## src/spc_pkg.sv

```systemverilog
package spc_pkg;

	// ***************************************************************
	// Word format on the serial link
	// ***************************************************************
	localparam int SPC_WORD_W       = 32;
	localparam int SPC_ADDR_W       = 4;
	localparam int SPC_ADDR_LSB     = 0;

	// Target register addresses carried in the low bits of a word
	localparam logic [3:0] SPC_TGT_MAIN = 4'h0;
	localparam logic [3:0] SPC_TGT_DEN  = 4'h1;
	localparam logic [3:0] SPC_TGT_CFG  = 4'h2;
	localparam logic [3:0] SPC_TGT_OUT  = 4'h3;
	localparam logic [3:0] SPC_TGT_RDBK = 4'h6;

	// ***************************************************************
	// Field layout
	// ***************************************************************
	localparam int SPC_ID_BIT       = 31;
	localparam int SPC_CALINH_BIT   = 30;
	localparam int SPC_NINT_LSB     = 16;
	localparam int SPC_NINT_W       = 12;
	localparam int SPC_NUMLO_LSB    = 4;
	localparam int SPC_NUMLO_W      = 12;
	localparam int SPC_DEN_LSB      = 4;
	localparam int SPC_DEN_W        = 22;
	localparam int SPC_NUMHI_LSB    = 4;
	localparam int SPC_NUMHI_W      = 10;
	localparam int SPC_ORDER_LSB    = 14;
	localparam int SPC_DITHER_LSB   = 16;
	localparam int SPC_DOUBLER_BIT  = 18;
	localparam int SPC_RDIV_LSB     = 20;
	localparam int SPC_RDIV_W       = 12;
	localparam int SPC_DIV_LSB      = 4;
	localparam int SPC_DIV_W        = 5;
	localparam int SPC_SRCA_BIT     = 9;
	localparam int SPC_SRCB_BIT     = 10;
	localparam int SPC_ZDLY_BIT     = 11;
	localparam int SPC_RATE_LSB     = 12;
	localparam int SPC_RATE_W       = 11;
	localparam int SPC_RDSEL_LSB    = 5;
	localparam int SPC_CAL_W        = 10;

	// ***************************************************************
	// Reset values and limits
	// ***************************************************************
	localparam logic [21:0] SPC_DEN_RST     = 22'h000001;
	localparam logic [4:0]  SPC_DIV_MAX     = 5'h12;
	localparam logic [10:0] SPC_RATE_RST    = 11'h001;
	localparam logic [11:0] SPC_RDIV_RST    = 12'h001;
	localparam logic [31:0] SPC_CTRL_RST    = 32'h00000001;

	// ***************************************************************
	// APB register map (byte addresses)
	// ***************************************************************
	localparam logic [7:0] SPC_OFS_CTRL   = 8'h00;
	localparam logic [7:0] SPC_OFS_WORD   = 8'h04;
	localparam logic [7:0] SPC_OFS_CMD    = 8'h08;
	localparam logic [7:0] SPC_OFS_STATUS = 8'h0C;
	localparam logic [7:0] SPC_OFS_NINT   = 8'h10;
	localparam logic [7:0] SPC_OFS_NUM    = 8'h14;
	localparam logic [7:0] SPC_OFS_DEN    = 8'h18;
	localparam logic [7:0] SPC_OFS_OUTCFG = 8'h1C;

	typedef enum logic [0:0] {
		SPC_FC_IDLE,
		SPC_FC_WAIT
	} spc_fcal_state_t;

endpackage : spc_pkg

```

## src/spc_fcal.sv

```systemverilog
`timescale 1ns/1ns
`default_nettype none

module spc_fcal
	import spc_pkg::*;
(
	input  wire logic        pclk,
	input  wire logic        presetn,
	input  wire logic        start,
	input  wire logic        ref_tick,
	input  wire logic [10:0] step_ticks,
	input  wire logic        vco_fast,
	output var  logic        busy,
	output var  logic        done,
	output var  logic [1:0]  core,
	output var  logic [7:0]  band
);

	// ***************************************************************
	// Successive approximation over {core, band}, timed by reference
	// ***************************************************************
	spc_fcal_state_t st_q, st_d;
	logic [SPC_CAL_W-1:0] trial_q, trial_d;
	logic [3:0]           idx_q, idx_d;
	logic [10:0]          cnt_q, cnt_d;
	logic                 done_q, done_d;
	logic [10:0]          reload;

	always_comb begin
		reload = (step_ticks == 11'h000) ? 11'h001 : step_ticks;
		st_d    = st_q;
		trial_d = trial_q;
		idx_d   = idx_q;
		cnt_d   = cnt_q;
		done_d  = 1'b0;
		case (st_q)
			SPC_FC_IDLE: begin
			end
			SPC_FC_WAIT: begin
				if (ref_tick) begin
					cnt_d = cnt_q - 11'h001;
					if (cnt_q == 11'h001) begin
						// Comparator says the VCO overshoots: drop trial bit
						if (vco_fast) begin
							trial_d[idx_q] = 1'b0;
						end
						if (idx_q == 4'h0) begin
							st_d   = SPC_FC_IDLE;
							done_d = 1'b1;
						end else begin
							idx_d = idx_q - 4'h1;
							trial_d[idx_q - 4'h1] = 1'b1;
							cnt_d = reload;
						end
					end
				end
			end
			default: st_d = SPC_FC_IDLE;
		endcase
		// A new start restarts the search from the top
		if (start) begin
			st_d    = SPC_FC_WAIT;
			trial_d = {1'b1, {(SPC_CAL_W-1){1'b0}}};
			idx_d   = 4'(SPC_CAL_W - 1);
			cnt_d   = reload;
			done_d  = 1'b0;
		end
	end

	always_ff @(posedge pclk or negedge presetn) begin
		if (!presetn) begin
			st_q    <= SPC_FC_IDLE;
			trial_q <= '0;
			idx_q   <= '0;
			cnt_q   <= '0;
			done_q  <= 1'b0;
		end else begin
			st_q    <= st_d;
			trial_q <= trial_d;
			idx_q   <= idx_d;
			cnt_q   <= cnt_d;
			done_q  <= done_d;
		end
	end

	assign busy = (st_q == SPC_FC_WAIT);
	assign done = done_q;
	assign core = trial_q[9:8];
	assign band = trial_q[7:0];

endmodule : spc_fcal

`default_nettype wire

```

## src/spc_regmem.sv

```systemverilog
`timescale 1ns/1ns
`default_nettype none

module spc_regmem
	import spc_pkg::*;
#(
	parameter int DW = 32,
	parameter int AW = 4
) (
	input  wire logic          pclk,
	input  wire logic          presetn,
	input  wire logic          we,
	input  wire logic [AW-1:0] waddr,
	input  wire logic [DW-1:0] wdata,
	input  wire logic [AW-1:0] raddr,
	output var  logic [DW-1:0] rdata
);

	// ***************************************************************
	// Storage of every latched word, kept for readback
	// ***************************************************************
	logic [DW-1:0] mem [2**AW];
	logic [DW-1:0] rdata_q;
	logic [DW-1:0] rdata_d;

	always_comb begin
		rdata_d = mem[raddr];
	end

	always_ff @(posedge pclk) begin
		if (we) begin
			mem[waddr] <= wdata;
		end
	end

	always_ff @(posedge pclk or negedge presetn) begin
		if (!presetn) begin
			rdata_q <= '0;
		end else begin
			rdata_q <= rdata_d;
		end
	end

	assign rdata = rdata_q;

endmodule : spc_regmem

`default_nettype wire

```

## src/spc_top.sv

```systemverilog
// Notes on behaviour
// - Serial data shifted in on clock rise
// - Strobe rise latches word into target
// - Strobe high: clocks shift readback word out
// - Doubler and reference divider usable together
// - Divider is integer plus numerator/denominator
// - Modulator order zero to three, dither selectable
// - Main word write resets the modulator
// - Calibration picks one core and band
// - Main word starts calibration unless inhibited
// - Even divide 2 to 38, per-output bypass
// - Zero-delay puts divider into feedback path
`timescale 1ns/1ns
`default_nettype none

module spc_top
	import spc_pkg::*;
#(
	parameter logic [31:0] ID_CODE = 32'h00005A00 // Arbitrary value
) (
	input  wire logic        pclk,
	input  wire logic        presetn,
	input  wire logic [7:0]  paddr,
	input  wire logic        psel,
	input  wire logic        penable,
	input  wire logic        pwrite,
	input  wire logic [31:0] pwdata,
	output var  logic [31:0] prdata,
	output var  logic        pready,
	output var  logic        pslverr,
	input  wire logic        ser_clk,
	input  wire logic        ser_data,
	input  wire logic        word_latch_strobe,
	input  wire logic        reference_input,
	input  wire logic        vco_fast,
	output var  logic        lock_detect_out,
	output var  logic [11:0] feedback_integer_value,
	output var  logic [21:0] fraction_numerator,
	output var  logic [21:0] fraction_denominator,
	output var  logic [1:0]  modulator_order,
	output var  logic [1:0]  dither_mode,
	output var  logic        reference_doubler,
	output var  logic [11:0] reference_divider,
	output var  logic [5:0]  output_divider_ratio,
	output var  logic        output_a_bypass,
	output var  logic        output_b_bypass,
	output var  logic        zero_delay_enable,
	output var  logic [5:0]  feedback_path_ratio,
	output var  logic        modulator_reset,
	output var  logic        cal_busy,
	output var  logic        cal_done,
	output var  logic [1:0]  vco_core,
	output var  logic [7:0]  vco_band
);

	// ***************************************************************
	// Pin synchronisers and edge detection
	// ***************************************************************
	// Bits: 0 clock, 1 data, 2 strobe, 3 reference, 4 comparator
	logic [4:0] sync1_q, sync2_q, prev_q;
	logic       sclk_rise, strobe_rise, ref_rise;
	logic       sdata, strobe_lvl, fast_lvl;

	always_ff @(posedge pclk or negedge presetn) begin
		if (!presetn) begin
			sync1_q <= '0;
			sync2_q <= '0;
			prev_q  <= '0;
		end else begin
			sync1_q <= {vco_fast, reference_input, word_latch_strobe,
				ser_data, ser_clk};
			sync2_q <= sync1_q;
			prev_q  <= sync2_q;
		end
	end

	assign sclk_rise   = sync2_q[0] & ~prev_q[0];
	assign sdata       = sync2_q[1];
	assign strobe_lvl  = sync2_q[2];
	assign strobe_rise = sync2_q[2] & ~prev_q[2];
	assign ref_rise    = sync2_q[3] & ~prev_q[3];
	assign fast_lvl    = sync2_q[4];

	// ***************************************************************
	// Serial shift register and readback shifter
	// ***************************************************************
	logic [31:0] shift_q, shift_d;
	logic [31:0] rb_q, rb_d;
	logic [1:0]  rb_pend_q, rb_pend_d;
	logic        rbo_q, rbo_d;
	logic        id_q, id_d;
	logic [31:0] mem_rdata;

	always_comb begin
		shift_d   = shift_q;
		rb_d      = rb_q;
		rb_pend_d = {rb_pend_q[0], strobe_rise};
		if (sclk_rise) begin
			// MSB first, so address lands in the low bits
			shift_d = {shift_q[30:0], sdata};
			if (strobe_lvl) begin
				rb_d = {rb_q[30:0], 1'b0};
			end
		end
		// Load two cycles after the strobe so a fresh selection is seen
		if (rb_pend_q[1]) begin
			rb_d = id_q ? ID_CODE : mem_rdata;
		end
		rbo_d = strobe_lvl & rb_q[31];
	end

	always_ff @(posedge pclk or negedge presetn) begin
		if (!presetn) begin
			shift_q   <= '0;
			rb_q      <= '0;
			rb_pend_q <= '0;
			rbo_q     <= 1'b0;
		end else begin
			shift_q   <= shift_d;
			rb_q      <= rb_d;
			rb_pend_q <= rb_pend_d;
			rbo_q     <= rbo_d;
		end
	end

	assign lock_detect_out = rbo_q;

	// ***************************************************************
	// Latch event: serial strobe or APB command
	// ***************************************************************
	logic        ser_en_q, ser_en_d;
	logic [31:0] apb_word_q, apb_word_d;
	logic        apb_cmd;
	logic        latch_evt;
	logic [31:0] word;
	logic [3:0]  tgt;

	assign latch_evt = (strobe_rise & ser_en_q) | apb_cmd;
	assign word      = apb_cmd ? apb_word_q : shift_q;
	assign tgt       = word[SPC_ADDR_LSB +: SPC_ADDR_W];

	// ***************************************************************
	// Decoded control fields
	// ***************************************************************
	logic        calinh_q, calinh_d;
	logic [11:0] nint_q, nint_d;
	logic [11:0] numlo_q, numlo_d;
	logic [9:0]  numhi_q, numhi_d;
	logic [21:0] den_q, den_d;
	logic [1:0]  order_q, order_d;
	logic [1:0]  dither_q, dither_d;
	logic        dbl_q, dbl_d;
	logic [11:0] rdiv_q, rdiv_d;
	logic [4:0]  divc_q, divc_d;
	logic        srca_q, srca_d;
	logic        srcb_q, srcb_d;
	logic        zdly_q, zdly_d;
	logic [10:0] rate_q, rate_d;
	logic [3:0]  rdsel_q, rdsel_d;
	logic        modrst_q, modrst_d;
	logic        calgo_q, calgo_d;
	logic [4:0]  divc_new;
	logic [21:0] den_new;

	always_comb begin
		id_d     = id_q;
		calinh_d = calinh_q;
		nint_d   = nint_q;
		numlo_d  = numlo_q;
		numhi_d  = numhi_q;
		den_d    = den_q;
		order_d  = order_q;
		dither_d = dither_q;
		dbl_d    = dbl_q;
		rdiv_d   = rdiv_q;
		divc_d   = divc_q;
		srca_d   = srca_q;
		srcb_d   = srcb_q;
		zdly_d   = zdly_q;
		rate_d   = rate_q;
		rdsel_d  = rdsel_q;
		modrst_d = 1'b0;
		calgo_d  = 1'b0;
		divc_new = word[SPC_DIV_LSB +: SPC_DIV_W];
		den_new  = word[SPC_DEN_LSB +: SPC_DEN_W];
		if (latch_evt) begin
			if (tgt == SPC_TGT_MAIN) begin
				id_d     = word[SPC_ID_BIT];
				calinh_d = word[SPC_CALINH_BIT];
				nint_d   = word[SPC_NINT_LSB +: SPC_NINT_W];
				numlo_d  = word[SPC_NUMLO_LSB +: SPC_NUMLO_W];
				modrst_d = 1'b1;
				calgo_d  = ~word[SPC_CALINH_BIT];
			end else if (tgt == SPC_TGT_DEN) begin
				// Zero would be a divide by zero; held to one
				den_d = (den_new == '0) ? SPC_DEN_RST : den_new;
			end else if (tgt == SPC_TGT_CFG) begin
				numhi_d  = word[SPC_NUMHI_LSB +: SPC_NUMHI_W];
				order_d  = word[SPC_ORDER_LSB +: 2];
				dither_d = word[SPC_DITHER_LSB +: 2];
				dbl_d    = word[SPC_DOUBLER_BIT];
				rdiv_d   = word[SPC_RDIV_LSB +: SPC_RDIV_W];
			end else if (tgt == SPC_TGT_OUT) begin
				// Codes past 18 saturate at ratio 38 rather than wrap
				divc_d = (divc_new > SPC_DIV_MAX) ? SPC_DIV_MAX
					: divc_new;
				srca_d = word[SPC_SRCA_BIT];
				srcb_d = word[SPC_SRCB_BIT];
				zdly_d = word[SPC_ZDLY_BIT];
				rate_d = word[SPC_RATE_LSB +: SPC_RATE_W];
			end else if (tgt == SPC_TGT_RDBK) begin
				rdsel_d = word[SPC_RDSEL_LSB +: SPC_ADDR_W];
			end
		end
	end

	always_ff @(posedge pclk or negedge presetn) begin
		if (!presetn) begin
			id_q     <= 1'b0;
			id_q     <= 1'b0;
			calinh_q <= 1'b0;
			nint_q   <= '0;
			numlo_q  <= '0;
			numhi_q  <= '0;
			den_q    <= SPC_DEN_RST;
			order_q  <= '0;
			dither_q <= '0;
			dbl_q    <= 1'b0;
			rdiv_q   <= SPC_RDIV_RST;
			divc_q   <= '0;
			srca_q   <= 1'b0;
			srcb_q   <= 1'b0;
			zdly_q   <= 1'b0;
			rate_q   <= SPC_RATE_RST;
			rdsel_q  <= '0;
			modrst_q <= 1'b0;
			calgo_q  <= 1'b0;
		end else begin
			id_q     <= id_d;
			id_q     <= id_d;
			calinh_q <= calinh_d;
			nint_q   <= nint_d;
			numlo_q  <= numlo_d;
			numhi_q  <= numhi_d;
			den_q    <= den_d;
			order_q  <= order_d;
			dither_q <= dither_d;
			dbl_q    <= dbl_d;
			rdiv_q   <= rdiv_d;
			divc_q   <= divc_d;
			srca_q   <= srca_d;
			srcb_q   <= srcb_d;
			zdly_q   <= zdly_d;
			rate_q   <= rate_d;
			rdsel_q  <= rdsel_d;
			modrst_q <= modrst_d;
			calgo_q  <= calgo_d;
		end
	end

	assign feedback_integer_value = nint_q;
	assign fraction_numerator     = {numhi_q, numlo_q};
	assign fraction_denominator   = den_q;
	assign modulator_order        = order_q;
	assign dither_mode            = dither_q;
	assign reference_doubler      = dbl_q;
	assign reference_divider      = rdiv_q;
	assign output_divider_ratio   = {divc_q, 1'b0} + 6'h02;
	assign output_a_bypass        = ~srca_q;
	assign output_b_bypass        = ~srcb_q;
	assign zero_delay_enable      = zdly_q;
	assign feedback_path_ratio    = zdly_q ? output_divider_ratio
		: 6'h01;
	assign modulator_reset        = modrst_q;

	// ***************************************************************
	// Word store and calibration engine
	// ***************************************************************
	spc_regmem #(
		.DW (SPC_WORD_W),
		.AW (SPC_ADDR_W)
	) u_mem (
		.pclk    (pclk),
		.presetn (presetn),
		.we      (latch_evt),
		.waddr   (tgt),
		.wdata   (word),
		.raddr   (rdsel_q),
		.rdata   (mem_rdata)
	);

	// Search steps are timed from the synchronised reference
	spc_fcal u_fcal (
		.pclk       (pclk),
		.presetn    (presetn),
		.start      (calgo_q),
		.ref_tick   (ref_rise),
		.step_ticks (rate_q),
		.vco_fast   (fast_lvl),
		.busy       (cal_busy),
		.done       (cal_done),
		.core       (vco_core),
		.band       (vco_band)
	);

	// ***************************************************************
	// APB slave, zero wait states
	// ***************************************************************
	logic        wr_acc, rd_acc;
	logic        hit;
	logic [31:0] rd_val;

	assign wr_acc  = psel & penable & pwrite;
	assign rd_acc  = psel & penable & ~pwrite;
	assign apb_cmd = wr_acc & (paddr == SPC_OFS_CMD);
	assign pready  = 1'b1;

	always_comb begin
		hit    = 1'b1;
		rd_val = '0;
		if (paddr == SPC_OFS_CTRL) begin
			rd_val = {31'h0, ser_en_q};
		end else if (paddr == SPC_OFS_WORD) begin
			rd_val = apb_word_q;
		end else if (paddr == SPC_OFS_CMD) begin
			rd_val = '0;
		end else if (paddr == SPC_OFS_STATUS) begin
			rd_val = {20'h0, calinh_q, vco_band, vco_core, cal_busy};
		end else if (paddr == SPC_OFS_NINT) begin
			rd_val = {20'h0, nint_q};
		end else if (paddr == SPC_OFS_NUM) begin
			rd_val = {10'h0, numhi_q, numlo_q};
		end else if (paddr == SPC_OFS_DEN) begin
			rd_val = {10'h0, den_q};
		end else if (paddr == SPC_OFS_OUTCFG) begin
			rd_val = {23'h0, zdly_q, srcb_q, srca_q, 1'b0, divc_q};
		end else begin
			hit = 1'b0;
		end
		ser_en_d   = ser_en_q;
		apb_word_d = apb_word_q;
		if (wr_acc && paddr == SPC_OFS_CTRL) begin
			ser_en_d = pwdata[0];
		end
		if (wr_acc && paddr == SPC_OFS_WORD) begin
			apb_word_d = pwdata;
		end
	end

	always_ff @(posedge pclk or negedge presetn) begin
		if (!presetn) begin
			ser_en_q   <= SPC_CTRL_RST[0];
			apb_word_q <= '0;
		end else begin
			ser_en_q   <= ser_en_d;
			apb_word_q <= apb_word_d;
		end
	end

	assign prdata  = rd_acc ? rd_val : '0;
	assign pslverr = psel & penable & ~hit;

endmodule : spc_top

`default_nettype wire

```

## config.mk

```make
export PLATFORM = sky130hd
export DESIGN_NAME = spc_top
export DESIGN_NICKNAME = d
export VERILOG_FILES = /design/src/spc_pkg.sv /design/src/spc_fcal.sv /design/src/spc_regmem.sv /design/src/spc_top.sv
export SDC_FILE = /design/constraint.sdc
export NUM_CORES = 1
export LEC_CHECK = 0
export CELL_PAD_IN_SITES_DETAIL_PLACEMENT = 0
export CELL_PAD_IN_SITES_GLOBAL_PLACEMENT = 1
export CORE_MARGIN = 3
export CORE_UTILIZATION = 38
export CTS_BUF_LIST = sky130_fd_sc_hd__clkbuf_2
export DETAILED_ROUTE_END_ITERATION = 8
export DONT_BUFFER_PORTS = 1
export PLACE_DENSITY = 0.66
export RECOVER_POWER = 50
export SYNTH_ARGS = -nofsm -noshare
export SYNTH_HDL_FRONTEND = slang
export SYNTH_SLANG_ARGS = --single-unit
```

## constraint.sdc

```tcl
create_clock -name pclk -period 6.27 [get_ports pclk]
set_input_delay 1.254 -clock pclk [delete_from_list [all_inputs] [get_ports pclk]]
set_output_delay 1.254 -clock pclk [all_outputs]
set_load 0.05 [all_outputs]
```

==> summary.txt <==
Clocking
  – CTS sink cnt: around 780
  – Clock Path Buffers: 3
  – CTS tree: done
  – CTS resizes: 0
  – Post-CTS Hold Buffers: 37
  – Clock H-tree levels: 4
  – Clock slew at reported path FFs: between 0.1 and 0.15 ns
  – CTS Buf Count: 190
  – Clk Latency, worst-skew pair: ~1.4 ns
  – Buffer count from post-CTS setup fixing: 0
  – Clock root buffer: clkbuf_2

Logic synthesis
  – Post-synthesis mux area share: 18.9%
  – Syn Nets: 1,802
  – Synth Instances: between 1,500 and 2,000
  – Synth warn: 0
  – Synth Area in Simple Gates: 4.40%
  – Count of cell types in the netlist: 64
  – Compound-Gate Fraction of Synth Area: under 10%
  – Post-Syn Area: 31,500 µm²
  – Post-synth EDFFs: ~510
  – Share of synthesized registers carrying an async set or reset: between 30% and 40%
  – Register bit total from synthesis: 784
  – Synth Area in XOR/XNOR: less than 1%
  – Syn_area_per_cell: 18.0 µm²
  – Largest family of logic cells by synthesized area: multiplexers
  – Dominant synthesized flop cell: edfxtp_1
  – Post-synthesis sequential area ratio: 70.5%
  – Synth Area in Adders: less than 1%

Global routing
  – Vias in the first global route: ~19,000
  – First-pass GRT wire length: approximately 120 mm
  – Largest net degree at the start of global routing: 273
  – GR Overflow Total: 0
  – Initial antenna violation count: 5
  – Total Routing Usage GR: 19.4%

Route
  – Drt total wl: just over 80 mm
  – Vias: 17,300
  – # DRC: 0
  – Wire per inst: ~26 µm
  – First drt pass iteration count: 4
  – Detail Route Antenna Nets: 0
  – Vias per Instance: 5.45
  – Iteration-0 DRC Markers: roughly 1,400

Floorplan
  – Die Ht: roughly 290 µm
  – Chip width: just under 300 µm
  – Core outline area: 81,200 µm²
  – Initial cell density of the core: roughly 39%
  – Row cnt: about 100
  – I/O pin total: 186
  – Die Area: between 80,000 and 90,000 µm²

STA
  – Fmax: roughly 0.19 GHz
  – Layout Skew: 0.136 ns
  – RSZ-0062 raised after global routing: no
  – Period utilization: ~85%
  – Setup violations, final: 0
  – Post-route minimum period: approximately 5.3 ns
  – Final Max Slew Viols: roughly 150
  – Hold Slack: -0.504 ns
  – Slew HR: -39.2%
  – Setup TNS: 0 ns
  – Worst slew pin tran: 2.09 ns
  – Fin. Hold Viols: 268

Finish
  – Most frequent cells in the layout: edfxtp_1, clkbuf_2, dfrtp_1
  – Share of cells above drive strength 1: between 30% and 40%
  – Leading cell type in the layout, fill and taps excluded: edfxtp_1
  – Finished Cell Area: ~35,000 µm²
  – Layout net count: 1,994
  – Footprint of the multi-input gates: slightly below 9000 µm²
  – Register area: between 20,000 and 25,000 µm²
  – Layout fillers: 7,284
  – Area growth syn-to-layout: 12.1%

Placed design
  – I/O Buffers: 0
  – Routability Congestion: ~0.92
  – Area post-placement: 33,000 µm²
  – Final HPWL DP: between 40 and 50 mm

Outcome
  – Violated checks: negative hold slack, max-capacitance violations, max-slew violations
  – Outcome: finished with violations

Critical path
  – Critical path type: in -> out
  – Crit path capture type: primary output
  – Worst path required time: approximately 5.0 ns
  – CP Data Arrival Time: around 4 ns
  – FF-to-FF path depth: 5
  – Critical-path maximum fanout: 32
  – Critical path startpoint category: primary input

Hold path
  – Type of the tightest min-delay check: in -> async

Pwr
  – Pleak: between 10 and 15 nW
  – Power Dens Cells: ~280 nW/µm²
  – Max VDD drop: roughly 160 µV

Job
  – MaxCap Viol Count: 4
[through the flow]
step	hold slack (ns)	setup WS [ns]	utilization, %	instances	power (mW)
after floorplan	0.331	0.637	-	1744	6.24
after global placement	0.333	1.55	40.6	2767	6.47
after detailed placement	0.337	1.46	40.6	2767	6.49
after CTS	-0.733	1.29	43.4	3162	10.1
after global routing	-0.736	0.801	43.4	3168	10.4
final	-0.504	0.958	43.4	3170	9.95
[area by class of cell]
class / count / share of cell area [%]
antenna: 8 / 0.0568
clock buffer: 280 / 3.98
clock inverter: 78 / 1.41
inverter: 27 / 0.287
multi-input combinational: 837 / 25.2
sequential: 784 / 63.0
tap: 1060 / 3.76
timing repair buffer: 96 / 2.36
[synth_stat cells (3+ instances only)]
master	count	share of area (%)
and3_1	16	0.32
a21oi_1	54	0.86
or4_1	3	0.072
dfstp_2	4	0.33
nor3b_1	6	0.14
nand4_1	5	0.099
o32ai_1	5	0.14
nand2b_1	6	0.12
nand2_1	75	0.89
o31ai_1	4	0.095
buf_2	3	0.048
o311ai_0	3	0.084
a22oi_1	21	0.50
clkbuf_1	63	0.75
nor2b_1	41	0.82
and2_1	8	0.16
o21ai_0	53	0.84
nor4_1	14	0.28
mux2_4	10	0.48
nor2_1	55	0.66
mux2_2	169	6.0
a31oi_1	8	0.16
or2_2	3	0.060
o22ai_1	9	0.18
nand3_1	14	0.22
nor3_1	13	0.21
a22o_1	15	0.42
ha_1	8	0.32
o211ai_1	6	0.14
dfrtp_1	268	21
buf_4	5	0.12
mux2_1	8	0.29
inv_1	27	0.32
mux4_2	168	12
buf_1	22	0.26
edfxtp_1	512	49
buf_6	3	0.11
[cells by family (layout without fill, tap and decap cells)]
kind of cell / after synthesis / in the layout
flip-flops: 784 / 784
AND/OR/NAND/NOR: 270 / 270
buffers and inverters: 123 / 481
multiplexers: 357 / 357
adder cells (fa/ha/maj): 8 / 8
AO/OA/AOI/OAI: 196 / 196
XOR/XNOR: 4 / 4
other: 2 / 10
[state kept, by name (all words and copies together) (netlist names), 2 cells and up]
name and cells:
u_mem.mem 512, apb_word_q 32, rb_q 32, shift_q 32, u_mem.rdata 32, fraction_denominator 22, feedback_integer_value 12, numlo_q 12
reference_divider 12, rate_q 11, u_fcal.cnt_q 11, numhi_q 10, u_fcal.trial_q 10, divc_q 5, sync1_q 5, sync2_q 5
rdsel_q 4, u_fcal.idx_q 4, prev_q 3, dither_mode 2, modulator_order 2, rb_pend_q 2
[where the power goes]
part           total, mW  internal (mW)  switching [mW]  leakage [nW]
clock network       3.55           1.45            2.10          1.41
logic              0.566          0.166           0.400          3.34
registers           5.83           5.72           0.109          8.93
[routing by layer]
layer | part of all wire, % | up-vias | track usage [%]
met5 | 0 | - | 0
met1 | 41 | 9083 | 24.8
met4 | 3.1 | 0 | 7.50
met2 | 50 | 638 | 32.0
met3 | 6.4 | 142 | 5.12
li1 | - | 7417 | -
[critical path: stages]
cell and delay (ns):
or4_1 0.59, nor2_1 0.26, and2_0 1.27, a22oi_1 0.27, nor2_1 0.18, buf_4 0.23
[final timing paths]
| check | start | to | slack (ns) |
|---|---|---|---|
| max | paddr[5] | prdata[19] | 0.96 |
| min | presetn | rb_q[31]$_DFFE_PN0P_ | -0.50 |
| max reg2reg | prev_q[0]$_DFF_PN0_ | rb_q[19]$_DFFE_PN0P_ | 2.78 |
| min reg2reg | sync1_q[2]$_DFF_PN0_ | sync2_q[2]$_DFF_PN0_ | 0.35 |
| max in group asynchronous | presetn | modulator_reset$_DFF_PN0_ | 6.00 |
| min in group pclk | paddr[2] | ser_en_q$_DFFE_PN1P_ | 0.31 |
Note: power is estimated with default switching activity, not from simulation.
